--- src/inc/cabyte_pkg.sv ---
// Package for the counter array byte access block
`default_nettype none
package cabyte_pkg;
  localparam int unsigned NUM_CHAN = 6;
  localparam int unsigned BYTE_W   = 8;
  localparam int unsigned WORD_W   = 16;

  // Register addresses
  localparam logic [7:0] ADDR_COUNTER_LOW  = 8'hf9;
  localparam logic [7:0] ADDR_COUNTER_HIGH = 8'hfa;
  localparam logic [7:0] ADDR_CAP_LOW  [NUM_CHAN] = '{8'hfb, 8'he9, 8'heb, 8'hed, 8'hfd, 8'hd2};
  localparam logic [7:0] ADDR_CAP_HIGH [NUM_CHAN] = '{8'hfc, 8'hea, 8'hec, 8'hee, 8'hfe, 8'hd3};

  // Reset values and counter step
  localparam logic [7:0]  RST_BYTE = 8'h00;
  localparam logic [15:0] RST_WORD = 16'h0000;
  localparam logic [15:0] COUNT_STEP = 16'h0001;

  // Register bus request
  typedef struct packed {
    logic [7:0] addr;
    logic       wr;
    logic       rd;
    logic [7:0] wdata;
  } cabyte_req_s;

  // Access decode result
  typedef struct packed {
    logic       hit;
    logic [2:0] chan;
  } cabyte_hit_s;
endpackage
`default_nettype wire

--- src/design/cabyte_top.sv ---
// Counter and capture register byte access logic
`default_nettype none

module cabyte_top #(
  parameter int unsigned NUM_CHAN = cabyte_pkg::NUM_CHAN
) (
  // Clock and reset
  input  wire logic                    core_clk_in,
  input  wire logic                    rst_n_in,
  // Register bus
  input  wire cabyte_pkg::cabyte_req_s sfr_req_in,
  output logic [7:0]                   sfr_rdata_out,
  // Control inputs
  input  wire logic                    count_tick_in,
  input  wire logic                    watchdog_enable_bit_in,
  input  wire logic                    reload_select_in,
  input  wire logic [NUM_CHAN-1:0]     pwm_short_mode_in,
  // Channel and counter outputs
  output logic [NUM_CHAN-1:0]          comparator_enable_out,
  output logic [NUM_CHAN-1:0]          compare_match_out,
  output logic [15:0]                  counter_out
);

  logic [15:0]         counter;
  logic [7:0]          snapshot;
  logic [15:0]         capture_value [NUM_CHAN];
  logic [15:0]         reload_value  [NUM_CHAN];
  logic [NUM_CHAN-1:0] comparator_enable;

  cabyte_pkg::cabyte_hit_s low_hit;
  cabyte_pkg::cabyte_hit_s high_hit;

  // Channel address decode
  function automatic cabyte_pkg::cabyte_hit_s find_chan(input logic [7:0] addr, input logic high);
    cabyte_pkg::cabyte_hit_s r;
    r = '0;
    for (int i = 0; i < NUM_CHAN; i++) begin
      if (addr == (high ? cabyte_pkg::ADDR_CAP_HIGH[i] : cabyte_pkg::ADDR_CAP_LOW[i])) begin
        r.hit  = 1'b1;
        r.chan = 3'(i);
      end
    end
    return r;
  endfunction

  // Reload alias selection
  function automatic logic use_reload(input logic [2:0] ch);
    return pwm_short_mode_in[ch] & reload_select_in;
  endfunction

  assign low_hit  = find_chan(sfr_req_in.addr, 1'b0);
  assign high_hit = find_chan(sfr_req_in.addr, 1'b1);

  // Counter and its byte writes
  always_ff @(posedge core_clk_in or negedge rst_n_in) begin
    if (!rst_n_in) begin
      counter <= cabyte_pkg::RST_WORD;
    end else begin
      counter <= count_tick_in ? counter + cabyte_pkg::COUNT_STEP : counter;
      if (sfr_req_in.wr && !watchdog_enable_bit_in) begin
        if (sfr_req_in.addr == cabyte_pkg::ADDR_COUNTER_LOW) begin
          counter[7:0] <= sfr_req_in.wdata;
        end
        if (sfr_req_in.addr == cabyte_pkg::ADDR_COUNTER_HIGH) begin
          counter[15:8] <= sfr_req_in.wdata;
        end
      end
    end
  end

  // High byte snapshot
  always_ff @(posedge core_clk_in or negedge rst_n_in) begin
    if (!rst_n_in) begin
      snapshot <= cabyte_pkg::RST_BYTE;
    end else if (sfr_req_in.rd && sfr_req_in.addr == cabyte_pkg::ADDR_COUNTER_LOW) begin
      snapshot <= counter[15:8];
    end
  end

  // Capture and reload byte writes
  always_ff @(posedge core_clk_in or negedge rst_n_in) begin
    if (!rst_n_in) begin
      for (int i = 0; i < NUM_CHAN; i++) begin
        capture_value[i] <= cabyte_pkg::RST_WORD;
        reload_value[i]  <= cabyte_pkg::RST_WORD;
      end
    end else if (sfr_req_in.wr) begin
      if (low_hit.hit) begin
        if (use_reload(low_hit.chan)) begin
          reload_value[low_hit.chan][7:0] <= sfr_req_in.wdata;
        end else begin
          capture_value[low_hit.chan][7:0] <= sfr_req_in.wdata;
        end
      end
      if (high_hit.hit) begin
        if (use_reload(high_hit.chan)) begin
          reload_value[high_hit.chan][15:8] <= sfr_req_in.wdata;
        end else begin
          capture_value[high_hit.chan][15:8] <= sfr_req_in.wdata;
        end
      end
    end
  end

  // Comparator enable side effects
  always_ff @(posedge core_clk_in or negedge rst_n_in) begin
    if (!rst_n_in) begin
      comparator_enable <= '0;
    end else if (sfr_req_in.wr) begin
      if (low_hit.hit) begin
        comparator_enable[low_hit.chan] <= 1'b0;
      end
      if (high_hit.hit) begin
        comparator_enable[high_hit.chan] <= 1'b1;
      end
    end
  end

  // Compare against running counter
  always_ff @(posedge core_clk_in or negedge rst_n_in) begin
    if (!rst_n_in) begin
      compare_match_out <= '0;
    end else begin
      for (int i = 0; i < NUM_CHAN; i++) begin
        compare_match_out[i] <= comparator_enable[i] && (capture_value[i] == counter);
      end
    end
  end

  // Read data
  always_ff @(posedge core_clk_in or negedge rst_n_in) begin
    if (!rst_n_in) begin
      sfr_rdata_out <= cabyte_pkg::RST_BYTE;
    end else if (sfr_req_in.rd) begin
      if (sfr_req_in.addr == cabyte_pkg::ADDR_COUNTER_LOW) begin
        sfr_rdata_out <= counter[7:0];
      end else if (sfr_req_in.addr == cabyte_pkg::ADDR_COUNTER_HIGH) begin
        sfr_rdata_out <= snapshot;
      end else if (low_hit.hit) begin
        sfr_rdata_out <= use_reload(low_hit.chan) ? reload_value[low_hit.chan][7:0]
                                                  : capture_value[low_hit.chan][7:0];
      end else if (high_hit.hit) begin
        sfr_rdata_out <= use_reload(high_hit.chan) ? reload_value[high_hit.chan][15:8]
                                                   : capture_value[high_hit.chan][15:8];
      end else begin
        sfr_rdata_out <= cabyte_pkg::RST_BYTE;
      end
    end
  end

  // Registered status outputs
  always_ff @(posedge core_clk_in or negedge rst_n_in) begin
    if (!rst_n_in) begin
      comparator_enable_out <= '0;
      counter_out           <= cabyte_pkg::RST_WORD;
    end else begin
      comparator_enable_out <= comparator_enable;
      counter_out           <= counter;
    end
  end

endmodule
`default_nettype wire

--- config.mk ---
export PLATFORM = sky130hd
export DESIGN_NAME = cabyte_top
export DESIGN_NICKNAME = d
export VERILOG_FILES = /design/src/inc/cabyte_pkg.sv /design/src/design/cabyte_top.sv
export SDC_FILE = /design/constraint.sdc
export NUM_CORES = 1
export LEC_CHECK = 0
export ABC_AREA = 0
export BUFFER_PORTS_ARGS = -buffer_cell sky130_fd_sc_hd__buf_2
export CORE_ASPECT_RATIO = 1.25
export CORE_MARGIN = 5
export CORE_UTILIZATION = 35
export CTS_CLUSTER_SIZE = 8
export DETAILED_ROUTE_END_ITERATION = 8
export GPL_TIMING_DRIVEN = 0
export PLACE_DENSITY = 0.6
export SYNTH_ARGS = -nofsm -noshare
export SYNTH_HDL_FRONTEND = slang
export SYNTH_SLANG_ARGS = --single-unit
export TNS_END_PERCENT = 100
--- constraint.sdc ---
create_clock -name core_clk_in -period 2.92 [get_ports core_clk_in]
set_clock_uncertainty 0.1 [all_clocks]
set_input_delay 0.146 -clock core_clk_in [delete_from_list [all_inputs] [get_ports core_clk_in]]
set_output_delay 0.146 -clock core_clk_in [all_outputs]
set_load 0.01 [all_outputs]
==> run_results.csv <==
group,metric,value,unit
logic_synthesis,synth.distinct_cells,72,
grt,grt_pass1_wl,66500,um
placed_design,gp_congestion,0.942,
clock_network,clk_pin_slew_worst_paths,0.05,ns
worst_setup_path,crit_required,3.27,ns
drt,drt-initial-drc-count,826,
clock_network,cts_tree,"yes",
drt,remaining_drc_errors,0,
die,start_util,35.3,%
hold_path,holdCritPathClass,"in2async",
logic_synthesis,synth.most_common_cell,"dfrtp_1",
status,outcome,"complete, no violations",
timing,worstMarginPinSlew,1.26,ns
grt,grtUsageTotal,21.4,%
timing,slew_violations,0,
die,row_count,79,
grt,grt_start_max_net_pins,108,
timing,finalSetupViolCount,0,
clock_network,cts.sinks,258,
timing,fin_crit,2.89,ns
clock_network,clock_path_buffers,3,
worst_setup_path,cp_slowest_stage_delay,0.66,ns
power,power.leakage,0.00717,uW
die,fp.dieArea,41500,um^2
logic_synthesis,synth-edff-count,0,
placed_design,place_ws,-0.526,ns
clock_network,clock_tree.root_cell,"clkbuf_16",
clock_network,clock_latency,0.53,ns
clock_network,htree_levels,2,
logic_synthesis,syn_area,13100,um^2
final_layout,nets,1316,
placed_design,dpl.hpwl,31900,um
die,die_y,226,um
worst_setup_path,cp-start-kind,"input pin",
power,p_per_area,613,nW/um^2
timing,setup_ws,0.0330,ns
timing,final-hold-violation-count,0,
grt,antenna_found_initial,1,
grt,overflow,0,
worst_setup_path,arrival,3.23,ns
logic_synthesis,synth_area_leaders,"dfrtp_1 49%, mux2_2 16%, xnor2_1 5.2%",
timing,slew_headroom,16.2,%
die,core_area,37200,um^2
timing,rsz0062_at_grt,"yes",
worst_setup_path,crit_buf_inv,4,
worst_setup_path,path_class,"in2reg",
die,die_width,183,um
drt,firstDrtPassIters,5,
logic_synthesis,ys_ff_latch,258,
logic_synthesis,avgSynthCellArea,11.2,um^2
logic_synthesis,synth_top_area_share,49.2,%
logic_synthesis,synth_cells,1171,
drt,wl_per_cell,25.1,um
worst_setup_path,worstPathMaxFanout,10,
drt,wirelength,44600,um
drt,via_count,10000,
clock_network,cts_buffers,38,
logic_synthesis,syn_nets,1201,
logic_synthesis,postSynth.asyncResetShare,100,%
logic_synthesis,yosysSeqAreaShare,49.2,%
drt,vias_per_cell,5.64,
grt,grt_pass1_vias,10100,
worst_setup_path,crit_chain,"buf_2 > buf_2 > nand2_1 > nor3_1 > clkbuf_1 > nor2_1 > clkbuf_1 > a221oi_1 > a32o_1 > nand2_1 > nand3_1",
worst_setup_path,cp_top_family,"buffers and inverters",
final_layout,final_util,40.9,%
timing,final.period_utilization,98.9,%
final_layout,drive_above_1_share,26.8,%
worst_setup_path,crit_slowest_cell,"clkbuf_1",
power,ir_drop,0.000303,V
logic_synthesis,ys.warnings.count,0,
drt,ant_nets,0,
placed_design,port-buffer-count,63,
worst_setup_path,endpoint_kind,"register",
timing,max_freq,346,MHz
flow_run,maxCapViolations,0,
final_layout,area_growth,16.0,%
logic_synthesis,synth_largest_area_cell,"dfrtp_1",
logic_synthesis,ys.flop_type,"dfrtp_1",
logic_synthesis,netlist_top_cells_count,"258 x dfrtp_1, 188 x mux2_2, 129 x nand2_1, 78 x xnor2_1, 62 x clkbuf_1",
die,num_io_pins,65,
-- power breakdown --
part | internal (uW) | leakage [uW] | switching, uW
registers | 3780 | 0.00353 | 135
clock network | 2340 | 0.000489 | 1520
logic | 564 | 0.00314 | 983
-- layout make-up --
type	count	area (um^2)
multi-input combinational	821	6280
antenna	2	5.00
timing repair buffer	76	485
clock inverter	2	17.5
buffer	83	354
fill	3568	22000
inverter	8	30.0
tap	486	608
clock buffer	39	976
sequential	258	6460
-- repair_timing --
| item | in CTS | in global routing |
|---|---|---|
| pin swaps | 0 | 0 |
| buffers inserted | 0 | 0 |
| resized for setup | 1 | 5 |
| hold buffers | 10 | 0 |
| hold endpoints to repair | 247 | 0 |
| setup endpoints to repair | 1 | 6 |
-- logic make-up (layout without fill, tap and decap cells) --
group,count (synthesis),in the layout,synth area share [%]
adder cells (fa/ha/maj),1,1,0.0954
flip-flops,258,258,49.2
XOR/XNOR,112,112,7.48
AO/OA/AOI/OAI,157,157,7.94
buffers and inverters,92,208,2.94
other,0,2,0
AND/OR/NAND/NOR,311,311,11.9
multiplexers,240,240,20.4
-- sequential cells by signal, indices dropped and copies added (netlist names) --
register,cells
compare_match_out,6
comparator_enable_out,6
snapshot,8
comparator_enable,6
counter_out,16
counter,16
capture_value,96
sfr_rdata_out,8
reload_value,96
-- layer usage --
layer  share of wire, %  GRT usage [%]  up-vias  wire length, um
li1                   -              -     4404                -
met4                6.2           11.5        0             2750
met3                5.8           2.87      103             2580
met2                 48           35.7      415            21300
met5                  0              0        -                0
met1                 40           27.2     5097            18000
-- worst reg2reg max path: stages (launching register included) --
cell and delay (ns):
dfrtp_1 0.37, clkbuf_1 0.61, xor2_1 0.20, nor4_1 0.59, nand4_1 0.19, nor4_2 0.51
-- through the flow --
stage	instances	TNS [ns]	hold WS [ns]	power, uW	instance area (um^2)
2_1_floorplan	1171	0	-0.250	4850	13100
3_3_place_gp	1720	-850.33	0.256	5470	14000
3_5_place_dp	1723	-23.81	-0.00121	5490	14100
4_1_cts	1773	0	0.00812	9370	15200
5_1_grt	1773	-0.0403	0.0273	9640	15200
6_report	1775	0	0.0258	9320	15200
-- final timing paths --
path	start	endpoint	slack (ns)	cells past startpoint
worst max-delay path	sfr_req_in[13]	sfr_rdata_out[1]	0.03	11
worst min-delay path	rst_n_in	comparator_enable_out[2]	0.03	2
worst max register to register	counter[0]	compare_match_out[0]	0.18	5
worst min register to register	counter[13]	counter_out[13]	0.27	0
max in group asynchronous	rst_n_in	counter_out[0]	1.76	3
min in group core_clk_in	sfr_req_in[0]	capture_value[64]	0.04	2
-- layout by cell type, fill, tap and decap left out, types with 3 or more instances in the layout --
cell type and instances:
a211o_1 6, a211oi_1 5, a21o_1 3, a21oi_1 41
a221oi_1 8, a311oi_1 3, a32o_1 7, a32oi_1 7
and3_1 9, buf_1 3, buf_2 77, clkbuf_1 60
clkbuf_16 39, dfrtp_1 258, dlygate4sd3_1 10, inv_1 7
mux2_2 188, mux2_4 8, mux2i_1 43, nand2_1 129
nand2b_1 9, nand3_1 46, nand4_1 29, nor2_1 31
nor2_2 7, nor2b_1 3, nor3_1 5, nor4_1 14
o21ai_0 48, o221ai_1 7, o32ai_1 3, or2_1 3
or2_2 3, xnor2_1 78, xor2_1 34
Power figures use the tool's default switching activity.
